===== config.mk =====
export PLATFORM = sky130hd
export DESIGN_NAME = tsr_regs
export DESIGN_NICKNAME = d
export VERILOG_FILES = /design/src/tsr_pkg.sv /design/src/tsr_regs.sv
export SDC_FILE = /design/constraint.sdc
export NUM_CORES = 1
export LEC_CHECK = 0
export ABC_AREA = 1
export BUFFER_PORTS_ARGS = -buffer_cell sky130_fd_sc_hd__buf_2
export CAP_MARGIN = 20
export CORE_UTILIZATION = 57
export CTS_CLUSTER_SIZE = 16
export DETAILED_ROUTE_END_ITERATION = 10
export PLACE_DENSITY = 0.85
export SLEW_MARGIN = 10
export SYNTH_ARGS = -nofsm -noshare
export SYNTH_HDL_FRONTEND = slang
export SYNTH_SLANG_ARGS = --single-unit

===== constraint.sdc =====
create_clock -name clk_sys -period 2.3 [get_ports clk_sys]
set_input_delay 0.46 -clock clk_sys [delete_from_list [all_inputs] [get_ports clk_sys]]
set_output_delay 0.46 -clock clk_sys [all_outputs]
set_load 0.03 [all_outputs]

===== src/tsr_pkg.sv =====
// Package for the temperature result register block: command codes, field layout, types.
// Assumes an SMBus slave front end that decodes command and data bytes elsewhere.
package tsr_pkg;
	localparam int TSR_DW = 8;
	localparam logic [7:0] TSR_CMD_READING = 8'h00;
	localparam logic [7:0] TSR_CMD_SETUP = 8'h01;
	localparam int TSR_STANDBY_BIT = 7;
	localparam int TSR_READY_BIT = 6;
	localparam logic [7:0] TSR_RESULT_RST = 8'h00;
	localparam logic [7:0] TSR_SETUP_RST = 8'h00;
	localparam logic [7:0] TSR_POS_MAX = 8'h7f;
	localparam logic [7:0] TSR_NEG_MIN = 8'h80;
	// Converter sample: signed quarter degrees, 12 bits
	localparam int TSR_SAMPLE_W = 12;
	localparam int TSR_FRAC_W = 2;

	typedef struct packed {
		logic [7:0] reading;
		logic standby;
		logic ready;
		logic [7:0] cmd;
		logic busy_seen;
		logic [11:0] pend;
		logic pend_vld;
		logic [7:0] rdata;
	} tsr_state_t;

	typedef struct packed {
		logic cmd_we;
		logic [7:0] cmd;
		logic data_we;
		logic data_re;
		logic [7:0] wdata;
		logic busy;
	} tsr_host_t;
endpackage : tsr_pkg


===== src/tsr_regs.sv =====
// Temperature result and setup registers behind an SMBus command/data byte interface.
// Assumes a serial slave front end that strobes command, write and read bytes,
// and a converter that delivers signed quarter-degree samples with a done pulse.
// Functional notes
// Result byte holds latest conversion, read-only
// One count per degree, zero reads 0x00
// Two's complement, sign in bit seven
// Clamp high readings to 0x7f
// Round halves: up positive, toward zero negative
// All registers eight bits wide
// Reset clears result and setup to zero
// Result loads as ready flag rises
// Refresh automatically after each conversion (conversions arriving in standby are dropped)
// Command 0 selects result, 1 setup
// Setup: bit7 standby, bit6 ready, rest zero
// Ready cleared at reset and on standby
// Result never changes during a host access
`timescale 1ns/1ps
module tsr_regs #(
	parameter int SAMPLE_W = 12
) (
	input wire logic clk_sys,
	input wire logic rstn,
	input wire tsr_pkg::tsr_host_t host,
	output logic [7:0] rdata,
	output logic standby,
	input wire logic conv_done,
	input wire logic [SAMPLE_W-1:0] conv_sample
);
	import tsr_pkg::*;

	// Clamp limits at sample width so that the compares stay signed
	localparam logic signed [SAMPLE_W-1:0] MAX_DEG = SAMPLE_W'(signed'(TSR_POS_MAX));
	localparam logic signed [SAMPLE_W-1:0] MIN_DEG = SAMPLE_W'(signed'(TSR_NEG_MIN));

	tsr_state_t s_q;
	tsr_state_t s_d;
	logic load_now;

	// Command decode, shared by the read path, the write path and the checks
	function automatic logic is_reading(input logic [7:0] code);
		is_reading = (code == TSR_CMD_READING);
	endfunction : is_reading

	function automatic logic is_setup(input logic [7:0] code);
		is_setup = (code == TSR_CMD_SETUP);
	endfunction : is_setup

	// Setup image; reserved bits are tied low here and nowhere else
	function automatic logic [7:0] setup_byte(input logic sb, input logic rdy);
		setup_byte = 8'h00;
		setup_byte[TSR_STANDBY_BIT] = sb;
		setup_byte[TSR_READY_BIT] = rdy;
	endfunction : setup_byte

	// Floor plus one when the fraction is a half or more: -0.5 reads 0,
	// -0.75 reads -1, +0.5 reads 1; out-of-range readings saturate, never wrap
	function automatic logic [7:0] to_degrees(input logic [SAMPLE_W-1:0] smp);
		logic signed [SAMPLE_W-1:0] whole;
		logic [TSR_FRAC_W-1:0] fr;
		whole = signed'(smp) >>> TSR_FRAC_W;
		fr = smp[TSR_FRAC_W-1:0];
		if (fr[TSR_FRAC_W-1]) begin
			whole = whole + SAMPLE_W'(1);
		end
		if (whole > MAX_DEG) begin
			to_degrees = TSR_POS_MAX;
		end else if (whole < MIN_DEG) begin
			to_degrees = TSR_NEG_MIN;
		end else begin
			to_degrees = whole[7:0];
		end
	endfunction : to_degrees

	always_comb begin
		s_d = s_q;
		s_d.busy_seen = host.busy;
		if (host.cmd_we) begin
			s_d.cmd = host.cmd;
		end
		// Only the standby switch takes writes; ready and reserved bits ignore them
		if (host.data_we && is_setup(s_q.cmd)) begin
			s_d.standby = host.wdata[TSR_STANDBY_BIT];
		end
		// A finished conversion is parked while the host is mid-access
		if (conv_done && !s_d.standby) begin
			s_d.pend = conv_sample;
			s_d.pend_vld = 1'b1;
		end
		// Loading only on an idle bus keeps a byte being shifted out whole
		if (s_q.pend_vld && !host.busy && !s_d.standby) begin
			s_d.reading = to_degrees(s_q.pend);
			s_d.ready = 1'b1;
			s_d.pend_vld = conv_done;
		end
		if (s_d.standby) begin
			s_d.ready = 1'b0;
			s_d.pend_vld = 1'b0;
		end
		// The read byte is captured once per strobe and then stands
		if (host.data_re) begin
			if (is_reading(s_q.cmd)) begin
				s_d.rdata = s_q.reading;
			end else if (is_setup(s_q.cmd)) begin
				s_d.rdata = setup_byte(s_q.standby, s_q.ready);
			end else begin
				s_d.rdata = 8'h00;
			end
		end
	end

	always_ff @(posedge clk_sys or negedge rstn) begin
		if (!rstn) begin
			s_q <= '0;
		end else begin
			s_q <= s_d;
		end
	end

	assign rdata = s_q.rdata;
	assign standby = s_q.standby;

	// Mirror of the load condition, read by the checks only
	assign load_now = s_q.pend_vld && !host.busy && !s_d.standby;

	a_hold_busy: assert property (@(posedge clk_sys) disable iff (!rstn)
		host.busy && s_q.busy_seen
		|-> $stable(s_q.reading))
		else $error("result changed during access");

	a_ready_standby: assert property (@(posedge clk_sys) disable iff (!rstn)
		s_q.standby
		|-> !s_q.ready)
		else $error("ready set in standby");

	a_setup_read: assert property (@(posedge clk_sys) disable iff (!rstn)
		host.data_re && is_setup(s_q.cmd)
		|=> rdata[TSR_READY_BIT-1:0] == 6'h00)
		else $error("reserved bits nonzero");

	a_reading_read: assert property (@(posedge clk_sys) disable iff (!rstn)
		host.data_re && is_reading(s_q.cmd)
		|=> rdata == $past(s_q.reading))
		else $error("wrong result byte");

	a_ready_load: assert property (@(posedge clk_sys) disable iff (!rstn)
		$rose(s_q.ready)
		|-> $past(s_q.pend_vld))
		else $error("ready rose without load");

	a_standby_write: assert property (@(posedge clk_sys) disable iff (!rstn)
		host.data_we && is_setup(s_q.cmd)
		|=> s_q.standby == $past(host.wdata[TSR_STANDBY_BIT]))
		else $error("standby not written");

	a_ro_reading: assert property (@(posedge clk_sys) disable iff (!rstn)
		host.data_we && is_reading(s_q.cmd) && !s_q.pend_vld
		|=> $stable(s_q.reading))
		else $error("result written by host");

	a_auto_refresh: assert property (@(posedge clk_sys) disable iff (!rstn)
		load_now
		|=> s_q.ready)
		else $error("no refresh after conversion");

	a_reading_quiet: assert property (@(posedge clk_sys) disable iff (!rstn)
		!load_now
		|=> $stable(s_q.reading))
		else $error("result changed without load");

	a_cmd_latch: assert property (@(posedge clk_sys) disable iff (!rstn)
		host.cmd_we
		|=> s_q.cmd == $past(host.cmd))
		else $error("command not latched");

	a_other_read: assert property (@(posedge clk_sys) disable iff (!rstn)
		host.data_re && !is_reading(s_q.cmd) && !is_setup(s_q.cmd)
		|=> rdata == 8'h00)
		else $error("unknown command read nonzero");

	a_rdata_hold: assert property (@(posedge clk_sys) disable iff (!rstn)
		!host.data_re
		|=> $stable(rdata))
		else $error("read byte changed without strobe");

	a_standby_drop: assert property (@(posedge clk_sys) disable iff (!rstn)
		s_d.standby
		|=> !s_q.pend_vld)
		else $error("conversion kept in standby");

	a_ready_sticky: assert property (@(posedge clk_sys) disable iff (!rstn)
		s_q.ready && !s_d.standby
		|=> s_q.ready)
		else $error("ready dropped outside standby");

	a_positive_sign: assert property (@(posedge clk_sys) disable iff (!rstn)
		load_now && !s_q.pend[SAMPLE_W-1]
		|=> !s_q.reading[7])
		else $error("positive reading has sign set");

	a_negative_sign: assert property (@(posedge clk_sys) disable iff (!rstn)
		load_now && s_q.pend[SAMPLE_W-1] && !(&s_q.pend[SAMPLE_W-2:TSR_FRAC_W])
		|=> s_q.reading[7])
		else $error("negative reading lost its sign");

	a_zero_reading: assert property (@(posedge clk_sys) disable iff (!rstn)
		load_now && s_q.pend == '0
		|=> s_q.reading == 8'h00)
		else $error("zero sample not read as zero");

	a_clamp_high: assert property (@(posedge clk_sys) disable iff (!rstn)
		load_now && signed'(s_q.pend) >= (MAX_DEG <<< TSR_FRAC_W)
		|=> s_q.reading == TSR_POS_MAX)
		else $error("high reading not clamped");

	a_clamp_low: assert property (@(posedge clk_sys) disable iff (!rstn)
		load_now && signed'(s_q.pend) < (MIN_DEG <<< TSR_FRAC_W)
		|=> s_q.reading == TSR_NEG_MIN)
		else $error("low reading not clamped");

	a_stable_setup: assert property (@(posedge clk_sys) disable iff (!rstn)
		!(host.data_we && is_setup(s_q.cmd))
		|=> $stable(s_q.standby))
		else $error("standby changed without write");

	a_pend_keep: assert property (@(posedge clk_sys) disable iff (!rstn)
		s_q.pend_vld && host.busy && !s_d.standby
		|=> s_q.pend_vld)
		else $error("parked conversion lost");
endmodule : tsr_regs


==> impl_metrics.tcl <==
set metrics [dict create \
    slew_viol_final 0 \
    cts_setup_buffers 0 \
    swShare_pct 33.3 \
    port_buffers 35 \
    synth_top_area_share_pct 48.7 \
    ctsRootBufferMaster "clkbuf_4" \
    die_area_mm2 0.00367 \
    syn_inst 238 \
    clock_sinks 38 \
    post-route-util_pct 68.1 \
    criticalPathCategory "flip-flop to flip-flop" \
    intPower_mw 1.02 \
    async_flop_share_pct 100 \
    grt_max_degree 39 \
    die_x_um 60.6 \
    yosys-top-cells-count "89 x nand2_1, 38 x dfrtp_1, 27 x inv_1, 15 x o21ai_0, 10 x nand3_1" \
    cts_resized 0 \
    p_clk_share_pct 20.4 \
    syn_nets 274 \
    skew_ps 8.28 \
    stdcell_area_mm2 0.00215 \
    synth_area_per_cell_um2 8.21 \
    fin_nets 305 \
    synth_edf_count 0 \
    htree_levels 2 \
    vias 1507 \
    post-route-period-util_pct 70.5 \
    drt_first_pass_iters 4 \
    rrSetupSlack_ps 680 \
    synth_area_leaders "dfrtp_1 49%, nand2_1 17%, inv_1 5.2%, o21ai_0 3.8%, buf_4 3.1%" \
    grt_antenna_before_repair 0 \
    ys_types 24 \
    crit_arrival_ps 1890 \
    drt-initial-drc-count 93 \
    place.gp.congestion 0.816 \
    syn_to_final_growth_pct 9.86 \
    r2r_end "s_q[19]$_DFFE_PN0P_" \
    tightest_slew_ps 795 \
    crit_fanout 18 \
    setup.worst_path.end "s_q[19]$_DFFE_PN0P_" \
    dieHeight_um 60.6 \
    setup.worst_path.start_class "flip-flop" \
    ant_nets 0 \
    synthFlopType "dfrtp_1" \
    drc 0 \
    worst_slack_ps 679 \
    grt_pass1_wl_um 5760 \
    ys_warn_count 0 \
    power.net_switching_mw 0.509 \
    max_slew_margin_pct 47.0 \
    rsz0062_at_grt "false" \
    clock_latency_ps 350 \
    reg2regPathDepth 9 \
    cts_max_path_buffers 2 \
    grt-ovfl-total 0 \
    seq_power_share_pct 55.7 \
    diodes 0 \
    crit_required_ps 2570 \
    cts_buffers 5 \
    placed_area_mm2 0.00210 \
    clk_pin_slew_ps 100 \
    irDropWorstVdd_mv 0.442 \
    yosys.area.top_type "dfrtp_1" \
    cap_violations 0 \
    nFillCells 289 \
    p_leak_nw 1.21 \
    postCtsHoldBufs 0 \
    yosysMostFrequentCell "nand2_1" \
    power.share.combinational_pct 23.9 \
    ys_seq_elements 38 \
    pre_cts_ws_ps 709 \
    avgViaCountPerCell 4.81 \
    wl_per_cell_um 10.6 \
    setup_viol 0 \
    finalCriticalPeriod_ps 1620 \
    drive_above_1_share_pct 24.5 \
    hpwl_um 2540 \
    io_pins 44 \
    grt_use_total_pct 21.8 \
    drt_wl_total_um 3320 \
    start_util_pct 62.0 \
    hp-class "input pin to async pin" \
    synth-seq-area-share_pct 48.7 \
    std_cell_rows 20 \
    powerDensity_mw_per_mm2 712 \
    crit_start "s_q[24]$_DFFE_PN0P_" \
    hold_viol 0 \
    critPathCaptureType "flip-flop" \
    synth.cell_area_mm2 0.00195 \
    outcome "finished clean" \
    fmax_mhz 617 \
    r2r_start "s_q[24]$_DFFE_PN0P_" \
    cts_tree "yes" \
    setup-tns-final_ps 0 \
    core_mm2 0.00315 \
    grt_pass1_vias 1398 \
]
==> power by group through the flow <==
stage / Clock (mW) / Combinational, mW / Sequential, mW
finish: 0.312 / 0.366 / 0.852
global route: 0.352 / 0.422 / 0.866
CTS: 0.323 / 0.371 / 0.850
detailed placement: 0 / 0.369 / 0.864
global placement: 0 / 0.352 / 0.859
floorplan: 0 / 0.285 / 0.851
==> how the worst min path moves through the flow <==
stage | cells past startpoint | startpoint | endpoint | slack, ps
floorplan | 0 | rstn | rdata[0]$_DFFE_PN0P_ | 160
global placement | 2 | rdata[0]$_DFFE_PN0P_ | rdata[0]$_DFFE_PN0P_ | 460
detailed placement | 2 | rdata[2]$_DFFE_PN0P_ | rdata[2]$_DFFE_PN0P_ | 460
CTS | 1 | rstn | s_q[25]$_DFFE_PN0P_ | 210
global route | 1 | rstn | s_q[25]$_DFFE_PN0P_ | 240
finish | 1 | rstn | s_q[38]$_DFFE_PN0P_ | 190
==> stage by stage <==
stage | std cells | power, mW | hold slack, ps
floorplan | 238 | 1.14 | 164
global placement | 306 | 1.21 | 458
detailed placement | 306 | 1.23 | 462
CTS | 313 | 1.54 | 210
global route | 313 | 1.64 | 237
finish | 313 | 1.53 | 191
==> area by class of cell <==
class                      instances  area (µm²)  share of cell area [%]
sequential                        38         951                    44.3
multi-input combinational        159         802                    37.4
timing repair buffer              36         183                    8.51
inverter                          29         109                    5.07
tap                               44        55.1                    2.56
clock buffer                       5        37.5                    1.75
clock inverter                     2        10.0                   0.466
==> flip-flops by register name, indices dropped and copies added, names as in the netlist <==
signal	count
s_q	29
rdata	8
standby	1
==> critical path, stage by stage, from the launching register on <==
cell	delay (ps)
dfrtp_1	400
inv_2	80
nand4_2	130
nor2_4	170
nand2_4	80
nand2_2	90
o21ai_4	110
nor2_8	270
nand2_1	130
o21ai_2	80
==> cell usage in the layout (no fill, tap or decap), types with 5 or more instances in the layout <==
cell,Yosys,final
xor2_1,6,6
clkbuf_4,0,5
inv_1,27,27
nor2_1,6,6
nand3_1,10,10
o21ai_0,15,15
a21oi_1,6,6
buf_2,1,35
dfrtp_1,38,38
nand2_1,89,89
nand2_2,7,7
o21ai_2,6,6
==> logic make-up after synthesis <==
family	count (synthesis)	synth area share, %
AND/OR/NAND/NOR	123	28.4
XOR/XNOR	6	2.69
flip-flops	38	48.7
AO/OA/AOI/OAI	29	9.28
buffers and inverters	41	10.3
adder cells (fa/ha/maj)	1	0.640
==> routing by layer <==
| layer | wire length, µm | track usage [%] | up-vias |
|---|---|---|---|
| met5 | 0 | 0 | - |
| met4 | 47 | 8.44 | 0 |
| met3 | 153 | 7.04 | 5 |
| met2 | 1590 | 37.0 | 41 |
| met1 | 1530 | 25.8 | 667 |
| li1 | - | - | 794 |
Power figures use the tool's default switching activity.
